**src/core/sequencer_pkg.sv**
```systemverilog
// Purpose: shared constants and types of the command sequencer
// Assumes: 250 MHz system clock, 16-bit command words, 8 analog channels plus aux
// Notes: program register access words have bit 15 clear
package sequencer_pkg;

	localparam int          CMD_BITS       = 16;
	localparam int          FULL_FRAME     = 32;
	localparam logic [15:0] CMD_HOLD       = 16'h0000;
	localparam logic [15:0] CMD_LIGHT      = 16'h8200;
	localparam logic [15:0] CMD_DEEP       = 16'h8300;
	localparam logic [15:0] CMD_REG_RESET  = 16'h8500;
	localparam logic [15:0] CMD_AUTO       = 16'hA000;
	localparam logic [15:0] CMD_AUX        = 16'hE000;
	localparam logic [2:0]  CMD_FIXED_TOP  = 3'h6;
	localparam int          FIXED_CH_LSB   = 10;
	localparam logic [3:0]  AUX_CHANNEL    = 4'h8;

	// register access word: address 15:9 (bit 15 zero), write flag 8, data 7:0
	localparam int          REG_ADDR_LSB   = 9;
	localparam int          REG_WR_BIT     = 8;
	localparam logic [6:0]  SCAN_FIRST_OFS = 7'h01;
	localparam logic [6:0]  SCAN_SECOND_OFS= 7'h02;
	localparam logic [7:0]  SCAN_FIRST_RST = 8'hFF;
	localparam logic [7:0]  SCAN_SECOND_RST= 8'h00;

	localparam logic [15:0] JUNK_WORD      = 16'hFFFF;

	localparam int          CLK_MHZ        = 250;
	localparam int          LIGHT_WAKE_US  = 20;
	localparam int          DEEP_WAKE_MS   = 15;
	localparam int          LIGHT_WAKE_CYC = LIGHT_WAKE_US * CLK_MHZ;
	localparam int          DEEP_WAKE_CYC  = DEEP_WAKE_MS * 1000 * CLK_MHZ;

	typedef enum logic [2:0] {
		IDLE_MODE            = 3'b000,
		LIGHT_SLEEP_MODE     = 3'b001,
		DEEP_SLEEP_MODE      = 3'b010,
		AUTO_SCAN_MODE       = 3'b011,
		FIXED_CHANNEL_MODE   = 3'b100,
		INVALID_MODE         = 3'b101,
		REGISTER_ACCESS_MODE = 3'b110
	} mode_t;

endpackage : sequencer_pkg

```
**src/core/scan_if.sv**
```systemverilog
// Purpose: carries the channel mask and scan position to the channel picker
// Assumes: eight scannable channels
// Notes: picker answers combinationally
`timescale 1ns/100ps
interface scan_if;
	logic [7:0] enabled;
	logic [3:0] current;
	logic [3:0] first;
	logic [3:0] next;

	modport seq    (output enabled, output current, input first, input next);
	modport picker (input enabled, input current, output first, output next);
endinterface : scan_if

```
**src/core/adc_mode_command_sequencer.sv**
```systemverilog
// Purpose: serial command interpreter and mode control of the converter
// Assumes: clk at 250 MHz, link pins sampled through two flip-flops
// Notes: conversion data come from the analog side on conv_data
`timescale 1ns/100ps
module adc_mode_command_sequencer
	import sequencer_pkg::*;
#(
	parameter int LIGHT_WAKE = LIGHT_WAKE_CYC,
	parameter int DEEP_WAKE  = DEEP_WAKE_CYC
) (
	// clock and reset
	input  wire logic        clk,
	input  wire logic        rst_n,
	// serial link pins
	input  wire logic        cs_n,
	input  wire logic        sclk,
	input  wire logic        sdi,
	output logic             sdo,
	output logic             sdo_oe,
	// hardware power-down pin
	input  wire logic        pd_n,
	// analog side
	input  wire logic [11:0] conv_data,
	input  wire logic [8:0]  alarm_in,
	output logic             sample_strobe,
	output logic [3:0]       sample_channel,
	output logic             alarm_out,
	// status
	output logic [2:0]       mode_state,
	output logic             bias_ready,
	output logic             reference_on
);
	logic [3:0] pins_s;
	logic       cs_s;
	logic       sclk_s;
	logic       sdi_s;
	logic       pd_s;
	logic       cs_prev_reg;
	logic       sclk_prev_reg;

	pin_sync #(.WIDTH(4), .INIT(4'b1011)) u_sync (
		.clk          (clk),
		.rst_n        (rst_n),
		.pin_in       ({pd_n, sdi, sclk, cs_n}),
		.pin_sync_out (pins_s)
	);
	assign cs_s   = pins_s[0];
	assign sclk_s = pins_s[1];
	assign sdi_s  = pins_s[2];
	assign pd_s   = pins_s[3];

	// edges of the sampled link pins
	wire frame_start = cs_prev_reg && !cs_s;
	wire frame_end   = !cs_prev_reg && cs_s;
	wire sclk_fall   = sclk_prev_reg && !sclk_s && !cs_s;

	mode_t       mode_reg, mode_next;
	logic [5:0]  bit_cnt_reg;
	logic [14:0] cmd_shift_reg;
	logic [15:0] cmd_reg;
	logic        cmd_done_reg;
	logic [15:0] out_shift_reg;
	logic        sdo_reg;
	logic [7:0]  scan_first_reg;
	logic [7:0]  scan_second_reg;
	logic [3:0]  chan_reg, chan_next;
	logic [3:0]  alarm_ch_reg;
	logic [22:0] wake_cnt_reg;
	logic        sample_reg;
	logic [3:0]  sample_ch_reg;
	logic        alarm_reg;
	logic        pd_seen_reg;

	scan_if sc ();
	channel_picker u_pick (.sc(sc));
	assign sc.enabled = scan_first_reg & ~scan_second_reg;
	assign sc.current = chan_reg;

	// command decode; the word is whole only after the 16th falling edge
	wire [15:0] word_in   = {cmd_shift_reg, sdi_s};
	wire        last_bit  = sclk_fall && (bit_cnt_reg == 6'(CMD_BITS - 1));
	wire        is_hold   = (cmd_reg == CMD_HOLD);
	wire        is_light  = (cmd_reg == CMD_LIGHT);
	wire        is_deep   = (cmd_reg == CMD_DEEP);
	wire        is_rreset = (cmd_reg == CMD_REG_RESET);
	wire        is_auto   = (cmd_reg == CMD_AUTO);
	wire        is_aux    = (cmd_reg == CMD_AUX);
	wire        is_fixed  = (cmd_reg[15:13] == CMD_FIXED_TOP)
	                        && (cmd_reg[FIXED_CH_LSB-1:0] == 10'h000);
	wire        is_reg    = !cmd_reg[15] && !is_hold;
	wire        reg_wr    = is_reg && cmd_reg[REG_WR_BIT];
	wire [6:0]  reg_addr  = cmd_reg[15:REG_ADDR_LSB];
	wire        in_reg    = !word_in[15] && (word_in != CMD_HOLD);
	wire [6:0]  in_addr   = word_in[15:REG_ADDR_LSB];
	wire        sleeping  = (mode_reg == LIGHT_SLEEP_MODE) || (mode_reg == DEEP_SLEEP_MODE);
	wire        converting= (mode_reg == AUTO_SCAN_MODE) || (mode_reg == FIXED_CHANNEL_MODE);
	wire        execute   = frame_end && cmd_done_reg;
	wire        abort     = frame_end && !cmd_done_reg;
	wire        is_read   = is_reg && !reg_wr;
	// a read leaves either sleep in place, so the wake wait on exit is not skipped
	wire        read_mode = is_read && !sleeping;
	wire        hw_exit   = pd_s && pd_seen_reg;
	wire        in_read   = in_reg && !word_in[REG_WR_BIT];
	wire        result_ok = converting && (wake_cnt_reg == 23'h00_0000);
	wire        take_smp  = frame_start && converting;

	// register writes and the two ways back to defaults
	wire        regs_dflt = !pd_s || (execute && is_rreset);
	wire        wr_first  = execute && reg_wr && (reg_addr == SCAN_FIRST_OFS);
	wire        wr_second = execute && reg_wr && (reg_addr == SCAN_SECOND_OFS);

	wire [7:0] read_data = (in_addr == SCAN_FIRST_OFS)  ? scan_first_reg :
	                       (in_addr == SCAN_SECOND_OFS) ? scan_second_reg : 8'h00;

	// word shifted out after the command: register read, result or junk
	wire [15:0] out_word = in_read ? {read_data, 8'h00} :
	                       result_ok ? {conv_data, 4'h0} :
	                       JUNK_WORD;

	always_comb begin
		mode_next = mode_reg;
		chan_next = chan_reg;
		if (!pd_s) begin
			mode_next = DEEP_SLEEP_MODE;
		end else if (hw_exit) begin
			mode_next = IDLE_MODE;
		end else if (abort) begin
			mode_next = INVALID_MODE;
		end else if (execute) begin
			if (is_hold) begin
				if (mode_reg == REGISTER_ACCESS_MODE) begin
					mode_next = IDLE_MODE;
				end
			end else if (is_light) begin
				mode_next = LIGHT_SLEEP_MODE;
			end else if (is_deep) begin
				mode_next = DEEP_SLEEP_MODE;
			end else if (is_rreset) begin
				mode_next = IDLE_MODE;
			end else if (is_auto) begin
				mode_next = AUTO_SCAN_MODE;
				chan_next = sc.first;
			end else if (is_fixed) begin
				mode_next = FIXED_CHANNEL_MODE;
				chan_next = {1'b0, cmd_reg[12:FIXED_CH_LSB]};
			end else if (is_aux) begin
				mode_next = FIXED_CHANNEL_MODE;
				chan_next = AUX_CHANNEL;
			end else if (read_mode) begin
				mode_next = REGISTER_ACCESS_MODE;
			end
			// unknown words fall through unchanged
		end else if (frame_start && mode_reg == AUTO_SCAN_MODE) begin
			chan_next = sc.next;
		end
	end

	always_ff @(posedge clk) begin
		if (!rst_n) begin
			cs_prev_reg <= 1'b1;
		end else begin
			cs_prev_reg <= cs_s;
		end
	end

	// resets low while the idle link clock is high, so no false fall follows reset
	always_ff @(posedge clk) begin
		if (!rst_n) begin
			sclk_prev_reg <= 1'b0;
		end else begin
			sclk_prev_reg <= sclk_s;
		end
	end

	// mode holds across frames of zero words, except register access mode, which returns to idle
	always_ff @(posedge clk) begin
		if (!rst_n) begin
			mode_reg <= IDLE_MODE;
			chan_reg <= 4'h0;
		end else begin
			mode_reg <= mode_next;
			chan_reg <= chan_next;
		end
	end

	// serial shifter; counting stops at the full frame length
	always_ff @(posedge clk) begin
		if (!rst_n || frame_start) begin
			bit_cnt_reg   <= 6'h00;
			cmd_shift_reg <= 15'h0000;
		end else if (sclk_fall && bit_cnt_reg != 6'(FULL_FRAME)) begin
			bit_cnt_reg   <= bit_cnt_reg + 6'h01;
			cmd_shift_reg <= word_in[14:0];
		end
	end

	always_ff @(posedge clk) begin
		if (!rst_n || frame_start) begin
			cmd_done_reg <= 1'b0;
		end else if (last_bit) begin
			cmd_done_reg <= 1'b1;
		end
	end

	always_ff @(posedge clk) begin
		if (!rst_n || frame_start) begin
			cmd_reg <= CMD_HOLD;
		end else if (last_bit) begin
			cmd_reg <= word_in;
		end
	end

	// output word leaves msb first from the 16th falling edge on
	always_ff @(posedge clk) begin
		if (!rst_n || frame_start) begin
			out_shift_reg <= 16'h0000;
			sdo_reg       <= 1'b0;
		end else if (last_bit) begin
			out_shift_reg <= {out_word[14:0], 1'b0};
			sdo_reg       <= out_word[15];
		end else if (sclk_fall && cmd_done_reg) begin
			out_shift_reg <= {out_shift_reg[14:0], 1'b0};
			sdo_reg       <= out_shift_reg[15];
		end
	end
	assign sdo    = sdo_reg;
	assign sdo_oe = !cs_s;

	// program registers; writes go through in every mode
	always_ff @(posedge clk) begin
		if (!rst_n || regs_dflt) begin
			scan_first_reg <= SCAN_FIRST_RST;
		end else if (wr_first) begin
			scan_first_reg <= cmd_reg[7:0];
		end
	end

	always_ff @(posedge clk) begin
		if (!rst_n || regs_dflt) begin
			scan_second_reg <= SCAN_SECOND_RST;
		end else if (wr_second) begin
			scan_second_reg <= cmd_reg[7:0];
		end
	end
	// light and deep sleep exits by a scan command never touch these registers

	always_ff @(posedge clk) begin
		if (!rst_n) begin
			pd_seen_reg <= 1'b0;
		end else begin
			pd_seen_reg <= !pd_s;
		end
	end

	// wake timers start when a scan command ends a sleep
	wire leave_sleep = sleeping && (mode_next == AUTO_SCAN_MODE
	                   || mode_next == FIXED_CHANNEL_MODE);
	wire wake_light  = leave_sleep && (mode_reg == LIGHT_SLEEP_MODE);
	wire wake_deep   = leave_sleep && (mode_reg == DEEP_SLEEP_MODE);
	// one counter serves both exits, so its width follows the deep wait
	always_ff @(posedge clk) begin
		if (!rst_n) begin
			wake_cnt_reg <= 23'h00_0000;
		end else if (wake_light) begin
			wake_cnt_reg <= 23'(LIGHT_WAKE);
		end else if (wake_deep) begin
			wake_cnt_reg <= 23'(DEEP_WAKE);
		end else if (wake_cnt_reg != 23'h00_0000) begin
			wake_cnt_reg <= wake_cnt_reg - 23'h00_0001;
		end
	end
	assign bias_ready   = (wake_cnt_reg == 23'h00_0000) && !sleeping;
	assign reference_on = (mode_reg != DEEP_SLEEP_MODE);

	// sampling at the frame start; invalid and sleep modes take no sample
	always_ff @(posedge clk) begin
		if (!rst_n) begin
			sample_reg <= 1'b0;
		end else begin
			sample_reg <= take_smp;
		end
	end

	// an abort leaves the alarm on the channel sampled last
	always_ff @(posedge clk) begin
		if (!rst_n) begin
			sample_ch_reg <= 4'h0;
			alarm_ch_reg  <= 4'h0;
		end else if (take_smp) begin
			sample_ch_reg <= chan_reg;
			alarm_ch_reg  <= chan_reg;
		end
	end

	always_ff @(posedge clk) begin
		if (!rst_n) begin
			alarm_reg <= 1'b0;
		end else begin
			alarm_reg <= alarm_in[alarm_ch_reg];
		end
	end

	assign sample_strobe  = sample_reg;
	assign sample_channel = sample_ch_reg;
	assign alarm_out      = alarm_reg;
	assign mode_state     = mode_reg;
endmodule : adc_mode_command_sequencer

```
**src/core/channel_picker.sv**
```systemverilog
// Purpose: finds the lowest enabled channel and the next one above a position
// Assumes: eight channels
// Notes: an empty mask yields channel 0
`timescale 1ns/100ps
module channel_picker (
	// scan position and answer
	scan_if.picker sc
);
	logic [3:0] low_ch;
	logic [3:0] above_ch;
	logic       above_found;

	always_comb begin
		low_ch      = 4'h0;
		above_ch    = 4'h0;
		above_found = 1'b0;
		for (int i = 7; i >= 0; i--) begin
			if (sc.enabled[i]) begin
				low_ch = 4'(i);
			end
			if (sc.enabled[i] && (4'(i) > sc.current)) begin
				above_ch    = 4'(i);
				above_found = 1'b1;
			end
		end
	end

	assign sc.first = low_ch;
	assign sc.next  = above_found ? above_ch : low_ch;
endmodule : channel_picker

```
**src/core/pin_sync.sv**
```systemverilog
// Purpose: two-stage synchroniser for pins from outside the clock domain
// Assumes: synchronous active-low reset
// Notes: only the second stage leaves this module
`timescale 1ns/100ps
module pin_sync #(
	parameter int           WIDTH = 1,
	parameter logic [WIDTH-1:0] INIT = '0
) (
	// clock and reset
	input  wire logic             clk,
	input  wire logic             rst_n,
	// pins and synchronised copy
	input  wire logic [WIDTH-1:0] pin_in,
	output logic      [WIDTH-1:0] pin_sync_out
);
	logic [WIDTH-1:0] stage1_reg;

	always_ff @(posedge clk) begin
		if (!rst_n) begin
			stage1_reg   <= INIT;
			pin_sync_out <= INIT;
		end else begin
			stage1_reg   <= pin_in;
			pin_sync_out <= stage1_reg;
		end
	end
endmodule : pin_sync

```
**config.mk**
```make
export PLATFORM = sky130hd
export DESIGN_NAME = adc_mode_command_sequencer
export DESIGN_NICKNAME = d
export VERILOG_FILES = /design/src/core/sequencer_pkg.sv /design/src/core/scan_if.sv /design/src/core/adc_mode_command_sequencer.sv /design/src/core/channel_picker.sv /design/src/core/pin_sync.sv
export SDC_FILE = /design/constraint.sdc
export NUM_CORES = 1
export LEC_CHECK = 0
export BUFFER_PORTS_ARGS = -buffer_cell sky130_fd_sc_hd__buf_2
export CAP_MARGIN = 15
export CORE_ASPECT_RATIO = 2
export CORE_MARGIN = 2
export CORE_UTILIZATION = 55
export CTS_CLUSTER_SIZE = 12
export DETAILED_ROUTE_END_ITERATION = 10
export PLACE_DENSITY_LB_ADDON = 0.25
export SYNTH_ARGS = -nofsm -noshare
export SYNTH_HDL_FRONTEND = slang
export SYNTH_SLANG_ARGS = --single-unit
```
**constraint.sdc**
```tcl
create_clock -name clk -period 3.6 [get_ports clk]
set_input_delay 0.18 -clock clk [delete_from_list [all_inputs] [get_ports clk]]
set_output_delay 0.18 -clock clk [all_outputs]
set_load 0.005 [all_outputs]
```
# --- Yosys cells after proc, flatten, opt, wreduce, memory -nomap -nowiden ---
# Cells that the tools add are included.
classes:
  add_sub_neg: 2
  n_lt_le_gt_ge: 9
  n_eq_ne: 25
  muxes: 60
  bitwise: 5
  n_reduce_logical: 66
op_table:
  columns: ["operator", "count"]
  rows:
  - ["$mux W3", 30]
  - ["$eq A16 B16 Y1 const B", 5]
  - ["$mux W16", 4]
  - ["$mux W22", 2]
  - ["$logic_and A1 B1 Y1", 36]
  - ["$mux W4", 9]
  - ["$logic_not A23 Y1", 1]
  - ["$reduce_bool A23 Y1", 1]
  - ["$sub A23 B1 Y23 const B", 1]
  - ["$gt A3 B4 Y1 const A", 4]
  - ["$logic_not A16 Y1", 1]
  - ["$mux W8", 2]
  - ["$reduce_bool A16 Y1", 1]
  - ["$eq A7 B1 Y1 const B", 2]
  - ["$eq A7 B2 Y1 const B", 2]
  - ["$mux W13", 1]
  - ["$eq A3 B3 Y1 const B", 4]
  - ["$logic_not A1 Y1", 12]
  - ["$mux W1", 11]
  - ["$logic_not A10 Y1", 1]
  - ["$eq A3 B2 Y1 const B", 3]
  - ["$reduce_and A9 Y1", 1]
  - ["$and A8 B8 Y8", 1]
  - ["$gt A1 B4 Y1 const A", 2]
  - ["17 further kinds", 30]
word_totals:
  register_bits: 117
  input_bits: 27
  output_inout_bits: 13

# --- Longest topological paths before layout ---
# Gate-level depths: netlist of the first run.
logic_depth:
  depth_word: 25
  mapped_depth: 11

# --- Modules after synthesis ---
# From an unflattened synthesis of the first run, not the netlist that was laid out.
unflattened:
  hier_cells: 690
  area_unflattened_um2: 5821.8
modules_own_cells:
  columns: ["mod", "n_inst", "cells_per_inst", "area_each_um2", "seq_area_each_um2"]
  rows:
  - ["adc_mode_command_sequencer", 1, 629, 5322.6, 2182.1]
  - ["channel_picker", 1, 45, 289.0, 0.0]
  - ["pin_sync", 1, 16, 210.2, 160.2]

# --- Least setup slack after synthesis of the first run ---
# No wires, ideal clock.
synth_timing:
  kind: "register to register"
  start: "register wake_cnt_reg[17]"
  end: "register out_shift_reg[13]"
  arrival_time_ps: 2537
  slack_ps: 931
  stages_incl_launch_ff: 11
  synth_period_minus_slack_ps: 2669
  cell_sequence: "dfxtp_1 > or4_4 > or3_1 > or4_1 > buf_6 > nand2b_4 > buf_6 > nor3_1 > nor3_1 > a211oi_1 > nor3_1"
synth_between:
  elab_chain_cells: 5
synth_lines:
  columns: ["element", "line", "source"]
  rows:
  - ["from (decl)", "adc_mode_command_sequencer.sv:68", "logic [22:0] wake_cnt_reg;"]
  - ["from (signal assigned)", "adc_mode_command_sequencer.sv:265", "wake_cnt_reg <= 23'(LIGHT_WAKE);"]
  - ["from (signal assigned)", "adc_mode_command_sequencer.sv:267", "wake_cnt_reg <= 23'(DEEP_WAKE);"]
  - ["from (signal assigned)", "adc_mode_command_sequencer.sv:269", "wake_cnt_reg <= wake_cnt_reg - 23'h00_0001;"]
  - ["$logic_not A23 Y1", "adc_mode_command_sequencer.sv:104", "wire result_ok = converting && (wake_cnt_reg == 23'h00_0000);"]
  - ["$logic_and A1 B1 Y1", "adc_mode_command_sequencer.sv:104", null]
  - ["$mux W16", "adc_mode_command_sequencer.sv:117", "result_ok ? {conv_data, 4'h0} :"]
  - ["$mux W16", "adc_mode_command_sequencer.sv:116", "wire [15:0] out_word = in_read ? {read_data, 8'h00} :"]
  - ["$mux W16", "adc_mode_command_sequencer.sv:218", "end else if (last_bit) begin"]
  - ["to (signal assigned)", "adc_mode_command_sequencer.sv:219", "out_shift_reg <= {out_word[14:0], 1'b0};"]
  - ["to (signal assigned)", "adc_mode_command_sequencer.sv:222", "out_shift_reg <= {out_shift_reg[14:0], 1'b0};"]
  - ["to (decl)", "adc_mode_command_sequencer.sv:62", "logic [15:0] out_shift_reg;"]
# Every way passes these cells.
# A chain may end at the register's enable or synchronous reset.

# --- Worst setup path after layout of the first run ---
layout_timing:
  start: "register cmd_reg[4]"
  end: "register wake_cnt_reg[13]"
layout_between:
  elab_chain_cells: 24
  elab_cells_between_ends: 35
  classes_between: "7 x eq/ne; 13 x mux; 15 x reduce/logical"
layout_lines:
  columns: ["element", "line", "source"]
  rows:
  - ["from (decl)", "adc_mode_command_sequencer.sv:60", "logic [15:0] cmd_reg;"]
  - ["from (signal assigned)", "adc_mode_command_sequencer.sv:209", "cmd_reg <= word_in;"]
  - ["$logic_not A16 Y1", "adc_mode_command_sequencer.sv:82", "wire is_hold = (cmd_reg == CMD_HOLD);"]
  - ["$logic_not A1 Y1", "adc_mode_command_sequencer.sv:90", "wire is_reg = !cmd_reg[15] && !is_hold;"]
  - ["$logic_and A1 B1 Y1", "adc_mode_command_sequencer.sv:90", null]
  - ["$logic_and A1 B1 Y1", "adc_mode_command_sequencer.sv:91", "wire reg_wr = is_reg && cmd_reg[REG_WR_BIT];"]
  - ["$logic_not A1 Y1", "adc_mode_command_sequencer.sv:99", "wire is_read = is_reg && !reg_wr;"]
  - ["$logic_and A1 B1 Y1", "adc_mode_command_sequencer.sv:99", null]
  - ["$logic_and A1 B1 Y1", "adc_mode_command_sequencer.sv:101", "wire read_mode = is_read && !sleeping;"]
  - ["$mux W3", "adc_mode_command_sequencer.sv:149", "end else if (read_mode) begin"]
  - ["[... 8 more ...]", null, null]
  - ["$mux W3 (*)", "adc_mode_command_sequencer.sv:127", "end else if (abort) begin"]
  - ["$mux W3 (*)", "adc_mode_command_sequencer.sv:125", "end else if (hw_exit) begin"]
  - ["$mux W3 (*)", "adc_mode_command_sequencer.sv:123", "if (!pd_s) begin"]
  - ["$eq A3 B2 Y1 / $eq A3 B3 Y1 (equally long branches)", "adc_mode_command_sequencer.sv:256, adc_mode_command_sequencer.sv:257", null]
  - ["$logic_or A1 B1 Y1 (*)", "adc_mode_command_sequencer.sv:257", "|| mode_next == FIXED_CHANNEL_MODE);"]
  - ["$logic_and A1 B1 Y1 (*)", "adc_mode_command_sequencer.sv:256", "wire leave_sleep = sleeping && (mode_next == AUTO_SCAN_MODE"]
  - ["$logic_and A1 B1 Y1, on equally long branches", "adc_mode_command_sequencer.sv:259, adc_mode_command_sequencer.sv:258", null]
  - ["$mux W22 (tied with other cells)", "adc_mode_command_sequencer.sv:266", "end else if (wake_deep) begin"]
# Mark *: on every way between the ends. The rest lies on a longest branch, timed or not.

==> results_dict.tcl, run 1 <==
set metrics [dict create \
    antenna_cells 0 \
    synth_area_leaders "dfxtp_1, nand2_1, nor2_1, a21oi_1, nor3_1" \
    crit_start "cmd_reg[4]" \
    critPathMaxFanout 11 \
    ys_top_cells_by_count "dfxtp_1, nand2_1, nor2_1" \
    gp_congestion 0.950 \
    cp.required_ns 3.86 \
    die_y_um 148 \
    yosys_warnings 0 \
    status "complete, no violations" \
    min_path_type "primary input to flop" \
    tightest_slew_ns 0.864 \
    vias_per_cell 6.02 \
    dp_hpwl_um 10900 \
    path_clk_slew_ns 0.06 \
    syn_inst 693 \
    core_area_sq_um 10100 \
    multi_input_comb_area_sq_um 3120 \
    drive_above_1_share 0.131 \
    period_needed_ns 3.22 \
    max_freq_mhz 310 \
    power_density_nw_per_um2 584 \
    area_delta_synth_final_pct 16.6 \
    drc_errors 0 \
    yosys.area.top_type_share 0.412 \
    vias 5279 \
    fillCellCount 855 \
    final_hold_viol_count 0 \
    antenna_found_initial 0 \
    crit_chain "nor4_1 -> buf_4 -> and4_1 -> nand3_1 -> a311o_1 -> or3_1 -> mux2i_4 -> and2_1 -> a211oi_1" \
    hold_buffers 4 \
    regArea_sq_um 2340 \
    crit_arrival_ns 3.48 \
    clk-insertion-delay-late_ns 0.42 \
    ir_drop_mv 0.442 \
    postRouteAntennaNets 0 \
    yosysTopAreaCell "dfxtp_1" \
    grt_overflow 0 \
    path_class "flop to flop" \
    r2r_start "cmd_reg[4]" \
    internal-power_w 0.00282 \
    endpoint "wake_cnt_reg[13]" \
    seqPwrFrac 0.377 \
    setup_tns_ns 0 \
    switching_share 0.273 \
    initial_core_util 0.564 \
    finalMaxSlewViolations 0 \
    totalWireLength_um 15000 \
    cts_resized 0 \
    ys.flop_type "dfxtp_1" \
    p_leak_nw 2.48 \
    grt_use_total 0.277 \
    design.die.area_sq_um 11200 \
    drtPass1Iterations 5 \
    nets 759 \
    maxCapViolCount 0 \
    largest_reg_flops 23 \
    drtIter0Drc 288 \
    dp_cells 840 \
    ys_seq_area_frac 0.412 \
    cts_tree "built" \
    switching_power_w 0.00106 \
    fin_crit_sh 0.895 \
    startpoint_type "flop" \
    cts_buffers 17 \
    synth_async_sr_flop_share 0 \
    ys_types 64 \
    pin_count 40 \
    pwr-share-clk 0.467 \
    port_buffers 39 \
    htree_num_levels 4 \
    rsz0062_at_grt "no" \
    placementRows 52 \
    slew_headroom 0.421 \
    r2r_cells 9 \
    end_kind "flop" \
    avgSynthCellArea_sq_um 8.21 \
    final_area_sq_um 6630 \
    grt_max_degree 40 \
    fin_util 0.658 \
    fin_cells 877 \
    synth_seq_cells 117 \
    synth.most_common_cell "dfxtp_1" \
    wire_per_inst_um 17.1 \
    root_buffer "clkbuf_16" \
    syn_area_sq_um 5690 \
    clock_skew_ns 0.00858 \
    ff2ff_setup_slack_ns 0.38 \
    clock_sinks 117 \
    grt_pass1_wl_um 25000 \
    synth_enable_flop_cells 0 \
    synth_nets 723 \
    setup_viol 0 \
    cts_setup_buffers 0 \
    dpl_cell_area_sq_um 5960 \
    combPwrFrac 0.156 \
    crit_slowest_cell "nor4_1" \
    reg2reg_to "wake_cnt_reg[13]" \
    die_w_um 75.9 \
    clock_path_buffers 2 \
    first_global_vias 5380 \
    max_stage_delay_ns 0.43 \
]
layout make-up:
cell class                 instances  share of cell area
clock inverter                    14              0.0302
multi-input combinational        525               0.471
inverter                          14             0.00792
sequential                       117               0.353
timing repair buffer              54              0.0479
tap                              135              0.0255
clock buffer                      18              0.0647
through the flow:
| stage | total power (W) | hold slack, ns | setup WS [ns] |
|---|---|---|---|
| after floorplan | 0.00195 | 0.281 | 0.931 |
| after global placement | 0.00205 | 0.359 | 0.524 |
| after detailed placement | 0.00207 | 0.368 | 0.415 |
| after CTS | 0.00388 | 0.116 | 0.391 |
| after global routing | 0.00403 | 0.131 | 0.160 |
| final | 0.00387 | 0.115 | 0.378 |
critical path: cells and delay by family, from the launching register on:
family,cells,cell delay [ns]
flip-flops,1,0.33
buffers and inverters,1,0.26
multiplexers,1,0.28
AND/OR/NAND/NOR,5,1.70
AO/OA/AOI/OAI,2,0.49
worst min path at each step:
stage	start	end	slack, ns	cells after the start
CTS	rst_n	cs_prev_reg	0.12	2
global placement	cs_n	u_sync.stage1_reg[0]	0.36	2
global route	rst_n	u_sync.pin_sync_out[0]	0.13	2
floorplan	cs_n	u_sync.stage1_reg[0]	0.28	1
detailed placement	cs_n	u_sync.stage1_reg[0]	0.37	2
finish	rst_n	cs_prev_reg	0.11	2
per-layer routing:
layer	GRT usage	wire, um	vias up
met3	0.0556	508	61
li1	-	-	2556
met2	0.539	8410	167
met5	0	0	-
met4	0.180	756	0
met1	0.256	5330	2495
placed cells by master (no fill, tap or decap), types with 17 or more instances in the layout:
cell and instances:
mux2i_1 21, nand2_1 103, nor3_1 44, dfxtp_1 117, clkbuf_16 17, nand2b_1 18
nor2_1 72, a211oi_1 20, a21oi_1 53, buf_2 39
kinds of logic after synthesis:
| family | Yosys count | share of synthesized area |
|---|---|---|
| buffers and inverters | 51 | 0.0398 |
| AND/OR/NAND/NOR | 331 | 0.291 |
| multiplexers | 23 | 0.0449 |
| XOR/XNOR | 27 | 0.0416 |
| adder cells (fa/ha/maj) | 3 | 0.00660 |
| flip-flops | 117 | 0.412 |
| AO/OA/AOI/OAI | 141 | 0.165 |
power by group through the flow:
stage / logic [W] / registers (W) / clock network, W
6_report: 0.000604 / 0.00146 / 0.00181
5_1_grt: 0.000678 / 0.00147 / 0.00188
4_1_cts: 0.000603 / 0.00146 / 0.00181
3_5_place_dp: 0.000587 / 0.00148 / 0
3_3_place_gp: 0.000568 / 0.00148 / 0
2_1_floorplan: 0.000483 / 0.00146 / 0
Power figures use the tool's default switching activity.
==> inputs of run 2 (changes only) <==
--- a/config.mk
+++ b/config.mk
@@ -15,4 +15,5 @@
 export PLACE_DENSITY_LB_ADDON = 0.25
 export SYNTH_ARGS = -nofsm -noshare
 export SYNTH_HDL_FRONTEND = slang
+export SYNTH_HIERARCHICAL = 1
 export SYNTH_SLANG_ARGS = --single-unit
==> constraint.sdc (replaced) <==
create_clock -name clk -period 3.63 [get_ports clk]
set_input_delay 0.1815 -clock clk [delete_from_list [all_inputs] [get_ports clk]]
set_output_delay 0.1815 -clock clk [all_outputs]
set_load 0.005 [all_outputs]
==> run 2 against run 1 <==
Die area rose by 2.2%. Cell area increased by 2.3%. Register-to-register slack improved by 0.29 ns. Non-clock buffer count down 5. Via count down 2.4%. Clock power increased by 2%. Setup slack improved by 0.29 ns. Routed wire length is 0.76% lower. Sequential share of layout area fell by 0.81 points. Count of clock-buffer cells in the layout up 4. Clock skew is 0.0012 ns higher. Critical path type unchanged. Critical endpoint is now out_shift_reg[3].
==> results_dict.tcl, run 2 <==
set metrics [dict create \
    rsz0062_at_grt "no" \
    min_path_type "primary input to flop" \
    drtPass1Iterations 5 \
    grt_max_degree 40 \
    cts_resized 0 \
    cp.required_ns 3.91 \
    largest_reg_flops 23 \
    ff2ff_setup_slack_ns 0.67 \
    p_leak_nw 2.56 \
    gp_congestion 0.905 \
    ys_top_cells_by_count "dfxtp_1, nand2_1, a21oi_1" \
    syn_area_sq_um 5820 \
    synth_seq_cells 117 \
    cts_tree "built" \
    maxCapViolCount 0 \
    startpoint_type "flop" \
    path_clk_slew_ns 0.06 \
    die_y_um 150 \
    final_cell_mix "dfxtp_1, nand2_1, a21oi_1" \
    core_area_sq_um 10400 \
    totalWireLength_um 14900 \
    setup_viol 0 \
    hold_buffers 4 \
    clock_path_buffers 2 \
    r2r_start "wake_cnt_reg[16]" \
    hp-start "conv_data[4]" \
    critPathMaxFanout 12 \
    vias 5153 \
    syn_inst 690 \
    ys_types 72 \
    clock_skew_ns 0.00975 \
    total_power_w 0.00406 \
    reg2reg_to "out_shift_reg[3]" \
    final_hold_viol_count 0 \
    synth_enable_flop_cells 0 \
    grt_pass1_wl_um 24500 \
    path_class "flop to flop" \
    ir_drop_mv 0.457 \
    initial_core_util 0.559 \
    wire_per_inst_um 17.2 \
    nets 749 \
    whs_path_depth 3 \
    htree_num_levels 4 \
    r2r_cells 6 \
    vias_per_cell 5.94 \
    antenna_found_initial 0 \
    regArea_sq_um 2340 \
    crit_chain "or4_4 -> nor4_1 -> nand4_1 -> o21ai_0 -> and2_1 -> a21oi_1" \
    drc_errors 0 \
    ys_seq_area_frac 0.402 \
    end_kind "flop" \
    min_to "out_shift_reg[9]" \
    synth.most_common_cell "dfxtp_1" \
    status "complete, no violations" \
    slew_headroom 0.315 \
    synth_async_sr_flop_share 0 \
    crit_arrival_ns 3.25 \
    fin_crit_sh 0.816 \
    max_stage_delay_ns 0.61 \
    drive_above_1_share 0.136 \
    grt_use_total 0.266 \
    cts_buffers 17 \
    dp_hpwl_um 10600 \
    postRouteAntennaNets 0 \
    antenna_cells 0 \
    clk-insertion-delay-late_ns 0.41 \
    yosys_warnings 6 \
    multi_input_comb_area_sq_um 3290 \
    first_global_vias 5129 \
    clock_sinks 117 \
    area_delta_synth_final_pct 16.6 \
    placementRows 53 \
    design.die.area_sq_um 11500 \
    fin_util 0.652 \
    max_freq_mhz 337 \
    drtIter0Drc 284 \
    power_density_nw_per_um2 598 \
    yosysTopAreaCell "dfxtp_1" \
    fillCellCount 883 \
    ys.flop_type "dfxtp_1" \
    period_needed_ns 2.96 \
    tightest_slew_ns 1.03 \
    port_buffers 39 \
    setup_tns_ns 0 \
    cts_setup_buffers 0 \
    final_common_cell "dfxtp_1" \
    finalMaxSlewViolations 0 \
    yosys.area.top_type_share 0.402 \
    root_buffer "clkbuf_16" \
    crit_slowest_cell "or4_4" \
    crit_start "wake_cnt_reg[16]" \
    avgSynthCellArea_sq_um 8.44 \
    synth_area_leaders "dfxtp_1, a21oi_1, mux2i_1, nand2_1, nor2_1" \
    die_w_um 76.8 \
    grt_overflow 0 \
    pin_count 40 \
]
[run 2: worst max-delay path by stage]
stage / endpoint / slack (ns) / cells after the start
after detailed placement: out_shift_reg[3] / 0.72 / 6
after floorplan: wake_cnt_reg[0] / 1.33 / 10
after global routing: out_shift_reg[3] / 0.47 / 6
after global placement: out_shift_reg[8] / 0.90 / 6
after CTS: out_shift_reg[3] / 0.70 / 6
final: out_shift_reg[3] / 0.67 / 6
[run 2: cells by family (layout without fill, tap and decap cells)]
kind of cell    Yosys count  after routing  synth area share
flops                   117            117             0.402
compound gates          175            175             0.190
mux                      36             36            0.0651
fa+ha+maj                 3              3           0.00645
buf+inv                  50             89            0.0365
other cells               1              2          0.000644
xor+xnor                 25             25            0.0376
simple gates            283            283             0.262
[run 2: worst max-delay path, delay by kind of cell (launching register included)]
kind	cells	cell delay (ns)
AO/OA/AOI/OAI	2	0.61
flip-flops	1	0.39
AND/OR/NAND/NOR	4	1.85
[run 2: power by group]
part	internal, W	leakage [nW]	switching [W]
combinational	0.000315	1.30	0.000385
clock	0.00127	0.316	0.000580
sequential	0.00138	0.948	0.000132
total	0.00296	2.56	0.00110
[run 2: per-layer routing]
layer / global-route usage / up-vias / part of all wire
li1: - / 2492 / -
met2: 0.524 / 127 / 0.56
met3: 0.0501 / 47 / 0.032
met1: 0.256 / 2487 / 0.37
met5: 0 / - / 0
met4: 0.135 / 0 / 0.038
[run 2: area by class of cell]
type,instances,share of cell area
multi-input cells,524,0.485
well taps,137,0.0253
clock buffers,22,0.0699
inverters,10,0.00553
flip-flops and latches,117,0.345
clock inverters,8,0.0254
repair buffers,49,0.0442
[run 2: per-stage QoR]
| stage | setup WS (ns) | cells | hold slack, ns | instance area (sq um) |
|---|---|---|---|---|
| after floorplan | 1.33 | 691 | 0.255 | 5830 |
| after global placement | 0.905 | 832 | 0.360 | 6070 |
| after global routing | 0.466 | 867 | 0.0886 | 6790 |
| after CTS | 0.699 | 866 | 0.0774 | 6760 |
| final | 0.667 | 867 | 0.0726 | 6790 |
| after detailed placement | 0.723 | 832 | 0.371 | 6070 |
==> inputs of run 3 (changes only) <==
==> constraint.sdc (replaced) <==
create_clock -name clk -period 2.6 [get_ports clk]
set_input_delay 0.13 -clock clk [delete_from_list [all_inputs] [get_ports clk]]
set_output_delay 0.13 -clock clk [all_outputs]
set_load 0.005 [all_outputs]
==> run 3 against run 2 <==
Cell area up 3.0%. Non-clock buffer count up 23. Largest cell class unchanged. Sequential share of layout area down 0.98 points. Sequential power up 38%. Die area unchanged.
==> results_dict.tcl, run 3 (same netlist as run 2, synthesis figures left out) <==
set metrics [dict create \
    status "complete, no violations" \
    critPathMaxFanout 6 \
    hp-start "conv_data[10]" \
    grt_use_total 0.268 \
    tightest_slew_ns 0.598 \
    ff2ff_setup_slack_ns 0.06 \
    r2r_cells 9 \
    die_y_um 150 \
    dp_hpwl_um 10900 \
    cp.required_ns 2.90 \
    whs_path_depth 3 \
    vias 5273 \
    first_global_vias 5254 \
    drive_above_1_share 0.185 \
    reg2reg_to "wake_cnt_reg[0]" \
    gp_congestion 0.943 \
    clock_skew_ns 0.00796 \
    antenna_found_initial 0 \
    die_w_um 76.8 \
    htree_num_levels 4 \
    ir_drop_mv 0.578 \
    clk-insertion-delay-late_ns 0.42 \
    period_needed_ns 2.54 \
    cts_tree "built" \
    postRouteAntennaNets 0 \
    power_density_nw_per_um2 811 \
    max_stage_delay_ns 0.41 \
    nets 774 \
    slew_headroom 0.596 \
    path_class "flop to flop" \
    pin_count 40 \
    r2r_start "cmd_reg[7]" \
    crit_arrival_ns 2.83 \
    fin_crit_sh 0.975 \
    total_power_w 0.00567 \
    placementRows 53 \
    core_area_sq_um 10400 \
    crit_chain "nor4_4 -> buf_4 -> nand4_1 -> o21a_1 -> o2bb2ai_1 -> a21boi_1 -> mux2_4 -> o21ai_4 -> nor3_1" \
    setup_tns_ns 0 \
    grt_pass1_wl_um 24200 \
    cts_buffers 17 \
    vias_per_cell 5.90 \
    design.die.area_sq_um 11500 \
    max_freq_mhz 394 \
    clock_path_buffers 2 \
    grt_max_degree 41 \
    drtPass1Iterations 8 \
    end_kind "flop" \
    wire_per_inst_um 17.0 \
    whs_ns 0.0355 \
    p_leak_nw 2.66 \
    final_common_cell "dfxtp_1" \
    crit_slowest_cell "mux2_4" \
    final_cell_mix "dfxtp_1, nand2_1, a21oi_1" \
    maxCapViolCount 0 \
    path_clk_slew_ns 0.06 \
    totalWireLength_um 15200 \
    final_hold_viol_count 0 \
    setup_viol 0 \
    initial_core_util 0.559 \
    grt_overflow 0 \
    drtIter0Drc 296 \
    area_delta_synth_final_pct 20.1 \
    antenna_cells 0 \
    largest_reg_flops 23 \
    root_buffer "clkbuf_16" \
    min_path_type "primary input to flop" \
    startpoint_type "flop" \
    drc_errors 0 \
    finalMaxSlewViolations 0 \
    min_to "out_shift_reg[15]" \
    port_buffers 39 \
    clock_sinks 117 \
]
## run 3: cell types whose count changed in the layout (fill, tap and decap cells not counted), sizes merged
cell | before | now
inv | 10 | 12
buf | 45 | 68
clkinvlp | 0 | 4
clkinv | 3 | 4
bufinv | 5 | 3
o21ai | 43 | 45
clkbuf | 22 | 19
## run 3: how the worst max path moves through the flow
stage,startpoint,to,slack [ns],cells past startpoint
finish,cmd_reg[7],wake_cnt_reg[0],0.06,9
global route,cmd_reg[15],wake_cnt_reg[0],-0.04,8
CTS,cmd_reg[1],wake_cnt_reg[16],0.02,8
detailed placement,cmd_reg[4],wake_cnt_reg[19],0.02,8
global placement,cmd_reg[4],wake_cnt_reg[16],0.12,8
floorplan,cmd_reg[15],wake_cnt_reg[0],0.30,10
## run 3: layer usage
| metal | GRT usage | vias up | wire, um | part of all wire |
|---|---|---|---|---|
| li1 | - | 2555 | - | - |
| met1 | 0.239 | 2470 | 5290 | 0.35 |
| met2 | 0.522 | 175 | 8480 | 0.56 |
| met3 | 0.0549 | 73 | 544 | 0.036 |
| met4 | 0.185 | 0 | 884 | 0.058 |
| met5 | 0 | - | 0 | 0 |
## run 3: repair_timing
action,4_1_cts,5_1_grt
hold buffers,4,0
endpoints found under the hold margin,4,0
buffers inserted,1,3
endpoints found under the setup margin,1,32
pin swaps,1,7
cloned,0,2
resized for setup,0,17
## run 3: layout make-up
cell class / count / area, sq um
clock inverter: 13 / 173
inverter: 10 / 37.5
multi-input combinational: 526 / 3370
fill: 851 / 3420
timing repair buffer: 72 / 453
sequential: 117 / 2340
clock buffer: 19 / 443
tap: 137 / 171
## run 3: critical path, delay by kind of cell (launching register included)
kind / cells / cell delay (ns)
DFF: 1 / 0.39
muxes: 1 / 0.41
AOI/OAI and AO/OA: 4 / 0.90
buffers and inverters: 1 / 0.19
and+or+nand+nor: 3 / 0.53
## run 3: per-stage QoR
stage / instances / area, sq um / worst slack, ns / utilization
6_report: 894 / 6990 / 0.0644 / 0.671
5_1_grt: 894 / 6990 / -0.0418 / 0.671
4_1_cts: 889 / 6890 / 0.0186 / 0.661
3_5_place_dp: 852 / 6220 / 0.0189 / 0.598
3_3_place_gp: 852 / 6220 / 0.117 / 0.598
2_1_floorplan: 691 / 5830 / 0.304 / -
## run 3: power by group
| group | internal, W | switching (W) | total [W] |
|---|---|---|---|
| Combinational | 0.000539 | 0.000628 | 0.00117 |
| Sequential | 0.00193 | 0.000161 | 0.00209 |
| Clock | 0.00154 | 0.000873 | 0.00241 |
